### src/rtl/timing_pkg.sv
// package: register map, reset counts and state types of the two-wire timing core
package timing_pkg;

  // register byte offsets
  localparam logic [7:0] OFF_DIVIDER    = 8'h00;
  localparam logic [7:0] OFF_START      = 8'h04;
  localparam logic [7:0] OFF_STOP_IDLE  = 8'h08;
  localparam logic [7:0] OFF_STATUS     = 8'h0C;

  // field positions inside each 32-bit word
  localparam int LO_LSB = 0;
  localparam int HI_LSB = 16;
  localparam int FIELD_W = 16;

  // status register bit positions
  localparam int ST_BUS_IDLE  = 0;
  localparam int ST_BOOT      = 1;
  localparam int ST_SHADOWED  = 2;
  localparam int ST_STATE_LSB = 4;

  // values after reset
  localparam logic [15:0] RST_US_DIV      = 16'h0063;
  localparam logic [15:0] RST_MS_DIV      = 16'h03E7;
  localparam logic [15:0] RST_START_SETUP = 16'h01D7;
  localparam logic [15:0] RST_START_HOLD  = 16'h0191;
  localparam logic [15:0] RST_STOP_SETUP  = 16'h0191;
  localparam logic [15:0] RST_IDLE_COUNT  = 16'h0033;

  // counter value of a phase that needs no waiting
  localparam logic [15:0] COUNT_ZERO = 16'h0000;

  // all programmable timing counts travel together
  typedef struct packed {
    logic [15:0] microsecond_divider;
    logic [15:0] millisecond_divider;
    logic [15:0] start_setup;
    logic [15:0] start_hold;
    logic [15:0] stop_setup;
    logic [15:0] bus_idle_detect_count;
  } timing_cfg_t;

  localparam timing_cfg_t CFG_RESET = '{
    microsecond_divider:   RST_US_DIV,
    millisecond_divider:   RST_MS_DIV,
    start_setup:           RST_START_SETUP,
    start_hold:            RST_START_HOLD,
    stop_setup:            RST_STOP_SETUP,
    bus_idle_detect_count: RST_IDLE_COUNT
  };

  // bus sequencing states
  typedef enum logic [3:0] {
    ST_RESET_IDLE,
    ST_READY,
    ST_IDLE_CHECK,
    ST_START_SETUP,
    ST_START_HOLD,
    ST_BUSY,
    ST_STOP_SETUP,
    ST_STOP_HOLD
  } bus_state_t;

endpackage : timing_pkg

### src/rtl/i2c_master_timing_base.sv
// i2c_master_timing_base: tick dividers, boot shadows and start/stop/idle sequencing
`timescale 1ns/1ps
`default_nettype none
module i2c_master_timing_base (
  // clock and reset
  input  wire logic        sys_clk,
  input  wire logic        rst_b,
  // register port
  input  wire logic [7:0]  reg_addr,
  input  wire logic [31:0] reg_wdata,
  input  wire logic        reg_wr,
  input  wire logic        reg_rd,
  output var  logic [31:0] reg_rdata,
  // boot loader status
  input  wire logic        boot_active,
  // controller requests and answers
  input  wire logic        start_req,
  input  wire logic        stop_req,
  output var  logic        start_done,
  output var  logic        stop_done,
  output var  logic        bus_idle,
  output var  logic        us_tick,
  output var  logic        ms_tick,
  // serial clock pin, open drain
  input  wire logic        scl_in,
  output var  logic        scl_out,
  output var  logic        scl_oe,
  // serial_data_line pin, open drain
  input  wire logic        sda_in,
  output var  logic        sda_out,
  output var  logic        sda_oe
);

  timing_pkg::timing_cfg_t live_r;
  timing_pkg::timing_cfg_t shadow_r;
  timing_pkg::bus_state_t  state_r;
  timing_pkg::bus_state_t  state_nxt;

  logic        phase_load_r;
  logic        us_tick_w;
  logic        ms_tick_w;
  logic        phase_tick;
  logic        phase_cond;
  logic [15:0] phase_count;
  logic        phase_done;
  logic        wr_div;
  logic        wr_start;
  logic        wr_stop;

  // field accessors
  function automatic logic [15:0] lo_field(input logic [31:0] w);
    lo_field = w[timing_pkg::LO_LSB +: timing_pkg::FIELD_W];
  endfunction : lo_field

  function automatic logic [15:0] hi_field(input logic [31:0] w);
    hi_field = w[timing_pkg::HI_LSB +: timing_pkg::FIELD_W];
  endfunction : hi_field

  function automatic logic [31:0] pack_pair(input logic [15:0] lo, input logic [15:0] hi);
    pack_pair = {hi, lo};
  endfunction : pack_pair

  // write decode
  assign wr_div   = reg_wr && (reg_addr == timing_pkg::OFF_DIVIDER);
  assign wr_start = reg_wr && (reg_addr == timing_pkg::OFF_START);
  assign wr_stop  = reg_wr && (reg_addr == timing_pkg::OFF_STOP_IDLE);

  // software-visible timing registers
  always_ff @(posedge sys_clk) begin
    if (!rst_b) begin
      live_r <= timing_pkg::CFG_RESET;
    end else begin
      if (wr_div) begin
        live_r.microsecond_divider <= lo_field(reg_wdata);
        live_r.millisecond_divider <= hi_field(reg_wdata);
      end
      if (wr_start) begin
        live_r.start_setup <= lo_field(reg_wdata);
        live_r.start_hold  <= hi_field(reg_wdata);
      end
      if (wr_stop) begin
        live_r.stop_setup            <= lo_field(reg_wdata);
        live_r.bus_idle_detect_count <= hi_field(reg_wdata);
      end
    end
  end

  // working copy used by the bus, frozen while booting
  always_ff @(posedge sys_clk) begin
    if (!rst_b) begin
      shadow_r <= timing_pkg::CFG_RESET;
    end else begin
      if (!boot_active) begin
        shadow_r.microsecond_divider   <= live_r.microsecond_divider;
        shadow_r.millisecond_divider   <= live_r.millisecond_divider;
        shadow_r.bus_idle_detect_count <= live_r.bus_idle_detect_count;
      end
      if (!boot_active) begin
        shadow_r.start_setup <= live_r.start_setup;
        shadow_r.start_hold  <= live_r.start_hold;
        shadow_r.stop_setup  <= live_r.stop_setup;
      end
    end
  end

  tick_divider u_us_div (
    .sys_clk (sys_clk),
    .rst_b   (rst_b),
    .en      (1'b1),
    .div     (shadow_r.microsecond_divider),
    .tick_r  (us_tick_w)
  );

  tick_divider u_ms_div (
    .sys_clk (sys_clk),
    .rst_b   (rst_b),
    .en      (us_tick_w),
    .div     (shadow_r.millisecond_divider),
    .tick_r  (ms_tick_w)
  );

  // tick outputs registered once more
  always_ff @(posedge sys_clk) begin
    if (!rst_b) begin
      us_tick <= 1'b0;
      ms_tick <= 1'b0;
    end else begin
      us_tick <= us_tick_w;
      ms_tick <= ms_tick_w;
    end
  end

  // per-phase tick, level condition and count
  always_comb begin
    phase_tick  = 1'b1;
    phase_cond  = 1'b1;
    phase_count = timing_pkg::COUNT_ZERO;
    unique case (state_r)
      timing_pkg::ST_RESET_IDLE: begin
        phase_tick  = us_tick_w;
        phase_cond  = scl_in;
        phase_count = shadow_r.bus_idle_detect_count;
      end
      timing_pkg::ST_IDLE_CHECK: begin
        phase_tick  = us_tick_w;
        phase_cond  = scl_in && sda_in;
        phase_count = shadow_r.bus_idle_detect_count;
      end
      timing_pkg::ST_START_SETUP: begin
        phase_cond  = scl_in && sda_in;
        phase_count = shadow_r.start_setup;
      end
      timing_pkg::ST_START_HOLD: begin
        phase_cond  = !sda_in;
        phase_count = shadow_r.start_hold;
      end
      timing_pkg::ST_STOP_SETUP: begin
        // clock high, data low, clock periods
        phase_cond  = scl_in && !sda_in;
        phase_count = shadow_r.stop_setup;
      end
      timing_pkg::ST_STOP_HOLD: begin
        phase_cond  = scl_in && sda_in;
        phase_count = shadow_r.start_setup;
      end
      timing_pkg::ST_READY,
      timing_pkg::ST_BUSY: begin
        phase_cond  = 1'b1;
      end
    endcase
  end

  phase_counter u_phase (
    .sys_clk (sys_clk),
    .rst_b   (rst_b),
    .load    (phase_load_r),
    .tick    (phase_tick),
    .cond    (phase_cond),
    .count   (phase_count),
    .done    (phase_done)
  );

  // next-state decision
  always_comb begin
    state_nxt = state_r;
    unique case (state_r)
      timing_pkg::ST_RESET_IDLE: begin
        if (phase_done) begin
          state_nxt = timing_pkg::ST_READY;
        end
      end
      timing_pkg::ST_READY: begin
        if (start_req) begin
          state_nxt = timing_pkg::ST_IDLE_CHECK;
        end
      end
      timing_pkg::ST_IDLE_CHECK: begin
        if (phase_done) begin
          state_nxt = timing_pkg::ST_START_SETUP;
        end
      end
      timing_pkg::ST_START_SETUP: begin
        if (phase_done) begin
          state_nxt = timing_pkg::ST_START_HOLD;
        end
      end
      timing_pkg::ST_START_HOLD: begin
        if (phase_done) begin
          state_nxt = timing_pkg::ST_BUSY;
        end
      end
      timing_pkg::ST_BUSY: begin
        if (stop_req) begin
          state_nxt = timing_pkg::ST_STOP_SETUP;
        end
      end
      timing_pkg::ST_STOP_SETUP: begin
        if (phase_done) begin
          state_nxt = timing_pkg::ST_STOP_HOLD;
        end
      end
      timing_pkg::ST_STOP_HOLD: begin
        if (phase_done) begin
          state_nxt = timing_pkg::ST_READY;
        end
      end
    endcase
  end

  // state register and phase-start pulse
  always_ff @(posedge sys_clk) begin
    if (!rst_b) begin
      state_r      <= timing_pkg::ST_RESET_IDLE;
      phase_load_r <= 1'b1;
    end else begin
      state_r      <= state_nxt;
      phase_load_r <= (state_nxt != state_r);
    end
  end

  // line drivers: low when enabled
  always_ff @(posedge sys_clk) begin
    if (!rst_b) begin
      scl_out <= 1'b0;
      sda_out <= 1'b0;
      scl_oe  <= 1'b0;
      sda_oe  <= 1'b0;
    end else begin
      scl_out <= 1'b0;
      sda_out <= 1'b0;
      unique case (state_nxt)
        timing_pkg::ST_START_HOLD: begin
          sda_oe <= 1'b1;
          scl_oe <= 1'b0;
        end
        timing_pkg::ST_BUSY: begin
          sda_oe <= 1'b1;
          scl_oe <= 1'b1;
        end
        timing_pkg::ST_STOP_SETUP: begin
          // clock released, data held low
          sda_oe <= 1'b1;
          scl_oe <= 1'b0;
        end
        timing_pkg::ST_RESET_IDLE,
        timing_pkg::ST_READY,
        timing_pkg::ST_IDLE_CHECK,
        timing_pkg::ST_START_SETUP,
        timing_pkg::ST_STOP_HOLD: begin
          sda_oe <= 1'b0;
          scl_oe <= 1'b0;
        end
      endcase
    end
  end

  // answers to the controller
  always_ff @(posedge sys_clk) begin
    if (!rst_b) begin
      start_done <= 1'b0;
      stop_done  <= 1'b0;
      bus_idle   <= 1'b0;
    end else begin
      start_done <= (state_r == timing_pkg::ST_START_HOLD) && (state_nxt == timing_pkg::ST_BUSY);
      stop_done  <= (state_r == timing_pkg::ST_STOP_HOLD) && (state_nxt == timing_pkg::ST_READY);
      bus_idle   <= (state_nxt == timing_pkg::ST_READY);
    end
  end

  // read data, one cycle after the strobe
  always_ff @(posedge sys_clk) begin
    if (!rst_b) begin
      reg_rdata <= 32'h0000_0000;
    end else if (reg_rd) begin
      unique case (reg_addr)
        timing_pkg::OFF_DIVIDER:
          reg_rdata <= pack_pair(live_r.microsecond_divider, live_r.millisecond_divider);
        timing_pkg::OFF_START:
          reg_rdata <= pack_pair(live_r.start_setup, live_r.start_hold);
        timing_pkg::OFF_STOP_IDLE:
          reg_rdata <= pack_pair(live_r.stop_setup, live_r.bus_idle_detect_count);
        timing_pkg::OFF_STATUS: begin
          reg_rdata <= 32'h0000_0000;
          reg_rdata[timing_pkg::ST_BUS_IDLE]  <= bus_idle;
          reg_rdata[timing_pkg::ST_BOOT]      <= boot_active;
          reg_rdata[timing_pkg::ST_SHADOWED]  <= (live_r != shadow_r);
          reg_rdata[timing_pkg::ST_STATE_LSB +: 4] <= state_r;
        end
        default:
          reg_rdata <= 32'h0000_0000;
      endcase
    end else begin
      reg_rdata <= 32'h0000_0000;
    end
  end

endmodule : i2c_master_timing_base
`default_nettype wire

### src/rtl/tick_divider.sv
// tick_divider: one-cycle tick every (div + 1) enable pulses
`timescale 1ns/1ps
`default_nettype none
module tick_divider (
  // clock and reset
  input  wire logic        sys_clk,
  input  wire logic        rst_b,
  // rate control
  input  wire logic        en,
  input  wire logic [15:0] div,
  // tick out
  output var  logic        tick_r
);

  logic [15:0] cnt_r;

  // count enables, wrap after div
  always_ff @(posedge sys_clk) begin
    if (!rst_b) begin
      cnt_r  <= 16'h0000;
      tick_r <= 1'b0;
    end else begin
      tick_r <= 1'b0;
      if (en) begin
        if (cnt_r >= div) begin
          cnt_r  <= 16'h0000;
          tick_r <= 1'b1;
        end else begin
          cnt_r <= cnt_r + 16'h0001;
        end
      end
    end
  end

endmodule : tick_divider
`default_nettype wire

### src/rtl/phase_counter.sv
// phase_counter: loads a count, runs it down, done when empty and levels hold
`timescale 1ns/1ps
`default_nettype none
module phase_counter (
  // clock and reset
  input  wire logic        sys_clk,
  input  wire logic        rst_b,
  // control
  input  wire logic        load,
  input  wire logic        tick,
  input  wire logic        cond,
  input  wire logic [15:0] count,
  // result
  output logic             done
);

  logic [15:0] cnt_r;

  // reload on phase start or when the line levels drop
  always_ff @(posedge sys_clk) begin
    if (!rst_b) begin
      cnt_r <= 16'h0000;
    end else if (load || !cond) begin
      cnt_r <= count;
    end else if (tick && (cnt_r != 16'h0000)) begin
      cnt_r <= cnt_r - 16'h0001;
    end
  end

  assign done = cond && !load && (cnt_r == 16'h0000);

endmodule : phase_counter
`default_nettype wire

### config.mk
export PLATFORM = sky130hd
export DESIGN_NAME = i2c_master_timing_base
export DESIGN_NICKNAME = d
export VERILOG_FILES = /design/src/rtl/timing_pkg.sv /design/src/rtl/i2c_master_timing_base.sv /design/src/rtl/tick_divider.sv /design/src/rtl/phase_counter.sv
export SDC_FILE = /design/constraint.sdc
export NUM_CORES = 1
export LEC_CHECK = 0
export ABC_AREA = 0
export BUFFER_PORTS_ARGS = -buffer_cell sky130_fd_sc_hd__buf_4
export CORE_MARGIN = 5
export CORE_UTILIZATION = 60
export CTS_CLUSTER_DIAMETER = 30
export DETAILED_ROUTE_END_ITERATION = 7
export GPL_TIMING_DRIVEN = 0
export PLACE_DENSITY = 0.79
export SYNTH_ARGS = -nofsm -noshare
export SYNTH_HDL_FRONTEND = slang
export SYNTH_SLANG_ARGS = --single-unit
### constraint.sdc
create_clock -name sys_clk -period 5.3 [get_ports sys_clk]
set_input_delay 1.06 -clock sys_clk [delete_from_list [all_inputs] [get_ports sys_clk]]
set_output_delay 1.06 -clock sys_clk [all_outputs]
set_load 0.02 [all_outputs]
==> results of run 1 <==
placed cells by master, fill, tap and decap left out, types with 16 or more instances in the layout:
master     count
a21oi_1      125
buf_4         87
clkbuf_1      75
clkbuf_16     54
dfxtp_1      286
ha_1          35
inv_1         45
mux2i_1      121
nand2_1      250
nand3_1       61
nand4_1       17
nor2_1       183
nor2b_1       16
nor4_1        24
o21ai_0       18
xnor2_1       20
xor2_1        96
area by class of cell:
type	count	area (µm²)
Multi-Input combinational cell	1136	7170
Sequential cell	286	5730
Fill cell	1594	5610
Clock buffer	69	1490
Timing Repair Buffer	84	631
Clock inverter	32	422
Buffer	95	388
Tap cell	280	350
Inverter	46	173
per-layer routing:
metal	GRT usage (%)	part of all wire (%)
met5	0	0
met4	21.0	6.8
met3	8.79	12
met2	54.0	43
met1	45.6	38
cells in the mapped netlist (all sizes together) (4+ instances only):
cell      n
a211oi    5
a21o      9
a21oi   125
a221o    11
a222oi    5
a22o      4
a31oi     4
a32o      5
and2      6
and3      8
buf      27
clkbuf   68
dfxtp   286
ha       35
inv      45
mux2i   121
mux4      6
nand2   251
nand2b   12
nand3    61
nand4    17
nor2    183
nor2b    16
nor3     14
nor4     27
o21ai    21
o311a     5
o31ai     4
or3       4
or3b     12
xnor2    20
xor2     96
registers in the layout (all words and copies together) (netlist names):
name	cells
bus_idle	1
live_r	96
ms_tick	1
phase_load_r	1
reg_rdata	32
scl_oe	1
sda_oe	1
shadow_r	96
start_done	1
state_r	4
stop_done	1
u_ms_div.cnt_r	16
u_ms_div.tick_r	1
u_phase.cnt_r	16
u_us_div.cnt_r	16
u_us_div.tick_r	1
us_tick	1
metrics by stage:
step	std cells	power [µW]	worst slack (ns)	hold slack, ns	util [%]
floorplan	1563	2600	2.73	0.412	-
global placement	1927	2780	1.78	0.417	65.7
detailed placement	1927	2790	1.79	0.428	65.7
CTS	2028	6280	2.35	0.439	74.4
global route	2028	6450	2.15	0.464	74.4
finish	2028	6280	2.18	0.433	74.4
kinds of logic (layout without fill, tap and decap cells):
kind of cell / count (synthesis) / after routing
AO/OA/AOI/OAI: 233 / 233
XOR/XNOR: 116 / 116
adder cells (fa/ha/maj): 35 / 35
buffers and inverters: 141 / 326
flip-flops: 286 / 286
multiplexers: 127 / 127
other: 1 / 2
AND/OR/NAND/NOR: 623 / 623
where the power goes:
part / switching, µW / internal [µW]
logic: 358 / 190
clock network: 1220 / 2300
registers: 33.1 / 2180
final timing paths:
path | endpoint | depth (start not counted) | slack (ns)
setup / recovery | reg_rdata[2]$_SDFF_PN0_ | 5 | 2.18
hold / removal | ms_tick$_SDFF_PN0_ | 1 | 0.43
setup reg to reg | u_phase.cnt_r[14]$_SDFFE_PN0P_ | 7 | 2.48
hold reg to reg | ms_tick$_SDFF_PN0_ | 1 | 0.43
==> flow_metrics.tcl, run 1 <==
set metrics [dict create \
    crit_family "simple AND/OR/NAND/NOR gates" \
    postRouteWirelength_mm 46.5 \
    cts_root_buf "clkbuf_16" \
    grt_pass1_vias 12300 \
    cts_tree "yes" \
    drive_above_1_share_pct 12.7 \
    leakage_uw 0.00706 \
    ys_seq_area_share_pct 42.6 \
    synth_seq_cells 286 \
    status "completed" \
    grt_overflow_total 0 \
    synthArstFlopShare_pct 0 \
    clockBufferDepth 3 \
    cp_num_buf_inv 2 \
    worstReg2RegStart "state_r[0]$_SDFF_PN0_" \
    hold_viol_final 0 \
    synth_edf_count 0 \
    drv_slew 0 \
    yosys.area_share.simple_pct 21.3 \
    hpwlAfterDp_mm 33.6 \
    path_cells "buf_4 -> nor4_1 -> nand4_1 -> clkbuf_1 -> a221oi_1" \
    min_period_ns 3.12 \
    crit_path_start "reg_addr[1]" \
    core_area_um2 22000 \
    via_count 12700 \
    worst_slew_pin_slew_ns 1.03 \
    crit_fanout 10 \
    drt-pass1-iter-count 7 \
    synth_top_cell_by_area "dfxtp_1" \
    synth_ff_type "dfxtp_1" \
    powerDensity_nw_per_um2 384 \
    grt_pass1_wl_mm 70.8 \
    end_kind "flop" \
    die-area_um2 25500 \
    antenna_found_initial 1 \
    drt.antenna.violating_nets 0 \
    start_util_pct 61.3 \
    critical_path_arrival_ns 3.51 \
    clk_pin_slew_ns 0.05 \
    area_growth_syn_to_layout_pct 21.5 \
    drc_errors 0 \
    numCtsBuffers 54 \
    min_from "u_ms_div.tick_r$_SDFF_PN0_" \
    viasPerCell 6.25 \
    timing.final.crit_share_pct 58.9 \
    drt-initial-drc-count 1602 \
    ctsHtreeMaxLevel 2 \
    max_freq_mhz 320 \
    io_buffer_count 84 \
    die_y_um 160 \
    synth_cells 1562 \
    rsz0062_at_grt "false" \
    synth_area_per_cell_um2 8.61 \
    synth_top_family_by_area "simple AND/OR/NAND/NOR gates" \
    track_usage_pct 35.4 \
    insertion_delay_ns 0.58 \
    min_path_type "reg -> reg" \
    setup_tns_ns 0 \
    final_net_count 1787 \
    postCtsSetupBuffers 0 \
    placed_area_um2 14400 \
    ctsHoldBuffers 0 \
    max_cap_viol_count 0 \
    cp.required_ns 5.69 \
    grt_max_degree 16 \
    setup_viol 0 \
    crit_type "in -> reg" \
    yosysWarnings 0 \
    antenna_cells 0 \
    slew_headroom_pct 31.2 \
    cp_slowest_cell "a221oi_1" \
    startpoint_type "primary input" \
    cts_resized 0 \
    yosys.area.top_type_share_pct 42.6 \
    clock-sinks 286 \
    synth_compound_area_share_pct 11.2 \
    syn_area_um2 13500 \
    final_area_um2 16300 \
    gp_congestion 1.02 \
    ir_worst_vdd_mv 0.284 \
    routedWlPerCell_um 22.9 \
    row_count 54 \
    synth-xor-area-share_pct 7.55 \
    yosys.area_share.adder_pct 3.26 \
    ys_top_cells_by_area "dfxtp_1 43%, mux2i_1 9.0%, nand2_1 7.0%" \
    io_pins 90 \
    fin_skew_ns 0.0317 \
    die_w_um 160 \
    synthMuxAreaShare_pct 10.0 \
    slowest_delay_ns 0.67 \
    yosysUniqueCellTypes 75 \
]
Note: power is estimated with default switching activity, not from simulation.
==> run 2: changes to the inputs <==
--- a/config.mk
+++ b/config.mk
@@ -5,7 +5,7 @@
 export SDC_FILE = /design/constraint.sdc
 export NUM_CORES = 1
 export LEC_CHECK = 0
-export ABC_AREA = 0
+export ABC_AREA = 1
 export BUFFER_PORTS_ARGS = -buffer_cell sky130_fd_sc_hd__buf_4
 export CORE_MARGIN = 5
 export CORE_UTILIZATION = 60
==> constraint.sdc (replaced) <==
create_clock -name sys_clk -period 3.21 [get_ports sys_clk]
set_input_delay 0.642 -clock sys_clk [delete_from_list [all_inputs] [get_ports sys_clk]]
set_output_delay 0.642 -clock sys_clk [all_outputs]
set_load 0.02 [all_outputs]
==> run 2 against run 1 <==
Clock skew down 0.014 ns. Highest routed layer is now met5. Die area decreased by 0.22%. Global-route usage is 0.33 points lower. Critical path depth up 1. Sequential power increased by 77%. Synthesized cell count grew 15%. Cell area increased by 0.55%. Largest cell class unchanged. Final cell count increased by 12%.
==> flow_metrics.tcl, run 2 <==
set metrics [dict create \
    drv_slew 0 \
    ys_top_cells_by_area "dfxtp_1 43%, nand2_1 7.6%, a21oi_1 7.0%" \
    postRouteWirelength_mm 46.0 \
    min_period_ns 3.13 \
    ctsHoldBuffers 0 \
    slew_headroom_pct 20.4 \
    insertion_delay_ns 0.58 \
    yosysWarnings 0 \
    yosys.cell_count.top_type "dfxtp_1" \
    viasPerCell 5.89 \
    start_util_pct 61.1 \
    fin_skew_ns 0.0176 \
    synthMuxAreaShare_pct 0 \
    drt-pass1-iter-count 5 \
    via_count 13300 \
    track_usage_pct 35.1 \
    synth_edf_count 0 \
    crit_fanout 10 \
    crit_path_start "rst_b" \
    yosys.area.top_type_share_pct 42.7 \
    gp_congestion 0.991 \
    synth_top_family_by_area "compound AO/OA/AOI/OAI gates" \
    clock-sinks 286 \
    grt_max_degree 15 \
    ir_worst_vdd_mv 0.545 \
    synthArstFlopShare_pct 0 \
    crit_type "in -> reg" \
    rsz0062_at_grt "false" \
    synth_compound_area_share_pct 20.2 \
    powerDensity_nw_per_um2 730 \
    yosys.area_share.simple_pct 18.1 \
    worst_slew_pin_slew_ns 1.18 \
    hpwlAfterDp_mm 34.0 \
    hold_viol_final 0 \
    mostFrequentLayoutCell "dfxtp_1" \
    status "completed" \
    min_path_type "in -> reg" \
    core_area_um2 22000 \
    startpoint_type "primary input" \
    routedWlPerCell_um 20.3 \
    postCtsSetupBuffers 0 \
    final_cell_mix "286 x dfxtp_1, 271 x nand2_1, 231 x inv_1, 187 x a21oi_1, 184 x o21ai_0" \
    whs_ns 0.315 \
    worstReg2RegStart "u_us_div.cnt_r[0]$_SDFF_PP0_" \
    max_cap_viol_count 0 \
    grt_pass1_wl_mm 70.8 \
    wl_met1_mm 17.3 \
    drive_above_1_share_pct 13.0 \
    top_layer "met5" \
    drt.antenna.violating_nets 0 \
    drc_errors 0 \
    ctsHtreeMaxLevel 2 \
    synth-xor-area-share_pct 5.87 \
    die_y_um 160 \
    die-area_um2 25500 \
    max_freq_mhz 320 \
    clk_pin_slew_ns 0.06 \
    ys_seq_area_share_pct 42.7 \
    synth_top_cell_by_area "dfxtp_1" \
    wl_met3_mm 4.70 \
    routed-wl-met2_mm 21.4 \
    finalPower_uw 12000 \
    setup_viol 0 \
    area_growth_syn_to_layout_pct 22.5 \
    cts_tree "yes" \
    synth_ff_type "dfxtp_1" \
    min_from "reg_wdata[16]" \
    grt_pass1_vias 12900 \
    grt_overflow_total 0 \
    synth_seq_cells 286 \
    syn_area_um2 13400 \
    row_count 54 \
    antenna_found_initial 1 \
    yosysUniqueCellTypes 49 \
    timing.final.crit_share_pct 97.4 \
    synth_common_cells "286 x dfxtp_1, 271 x nand2_1, 231 x inv_1" \
    r2r_slack_ns 0.81 \
    numCtsBuffers 56 \
    io_pins 90 \
    top_regs "live_r: 96 flops, shadow_r: 96 flops, reg_rdata: 32 flops" \
    io_buffer_count 85 \
    clockBufferDepth 3 \
    drt-initial-drc-count 1498 \
    cp.required_ns 3.71 \
    leakage_uw 0.00728 \
    final_net_count 2025 \
    synth_area_per_cell_um2 7.47 \
    die_w_um 160 \
    synth_cells 1797 \
    cts_resized 0 \
    end_kind "flop" \
    cts_root_buf "clkbuf_16" \
    yosys.area_share.adder_pct 3.26 \
    critical_path_arrival_ns 3.63 \
]
run 2: cell types whose count changed in the layout (fill, tap and decap cells not counted), sizes merged, moves of 19 or more:
cell    before  now
xor2        96   31
o21ai       21  212
mux2i      121    0
clkbuf     137  116
a21oi      125  187
nor4        27    4
xnor2       20   59
inv         53  255
nand2      251  275
o211ai       3   35
nor2       183  164
run 2: stage by stage:
step	instances	setup slack, ns	area, µm²	TNS [ns]	utilization [%]
after floorplan	1798	1.14	13400	0	-
after global placement	2163	-0.303	14400	-1.93	65.6
after detailed placement	2163	-0.316	14400	-2.01	65.6
after CTS	2267	0.247	16400	0	74.8
after global routing	2267	0.0838	16400	0	74.8
final	2268	0.0849	16400	0	74.9
run 2: per-layer routing:
metal,vias to the layer above,track usage [%]
li1,6262,-
met1,6114,42.2
met2,761,58.0
met3,210,7.77
met4,2,20.1
met5,-,0
run 2: cell families after synthesis:
| family | after synthesis |
|---|---|
| AND/OR/NAND/NOR | 563 |
| AO/OA/AOI/OAI | 492 |
| buffers and inverters | 330 |
| flip-flops | 286 |
| XOR/XNOR | 90 |
| adder cells (fa/ha/maj) | 35 |
| other | 1 |
run 2: cell type report:
class / count / area (µm²)
multi-input cells: 1182 / 6370
flip-flops and latches: 286 / 5730
fillers: 1672 / 5520
clock buffers: 62 / 1490
inverters: 244 / 921
repair buffers: 85 / 638
clock inverters: 42 / 536
plain buffers: 86 / 409
well taps: 280 / 350
diodes: 1 / 2.50
run 2: worst max-delay path, cell delays in order:
cell and delay, ns:
buf_2 0.23, clkinv_1 0.43, nor4_2 1.13, clkbuf_1 0.70, o21ai_0 0.37, inv_1 0.11
run 2: path summary, 6_finish.rpt:
path                                  end  cells past startpoint
max              reg_rdata[23]$_SDFF_PN0_                      6
min               live_r[32]$_SDFFE_PN1P_                      3
max reg2reg  u_us_div.cnt_r[5]$_SDFF_PP0_                     16
min reg2reg            ms_tick$_SDFF_PN0_                      2
run 2: where the power goes:
group | switching (µW) | internal, µW
Sequential | 168 | 3750
Combinational | 1230 | 634
Clock | 2120 | 4110
Total | 3520 | 8490
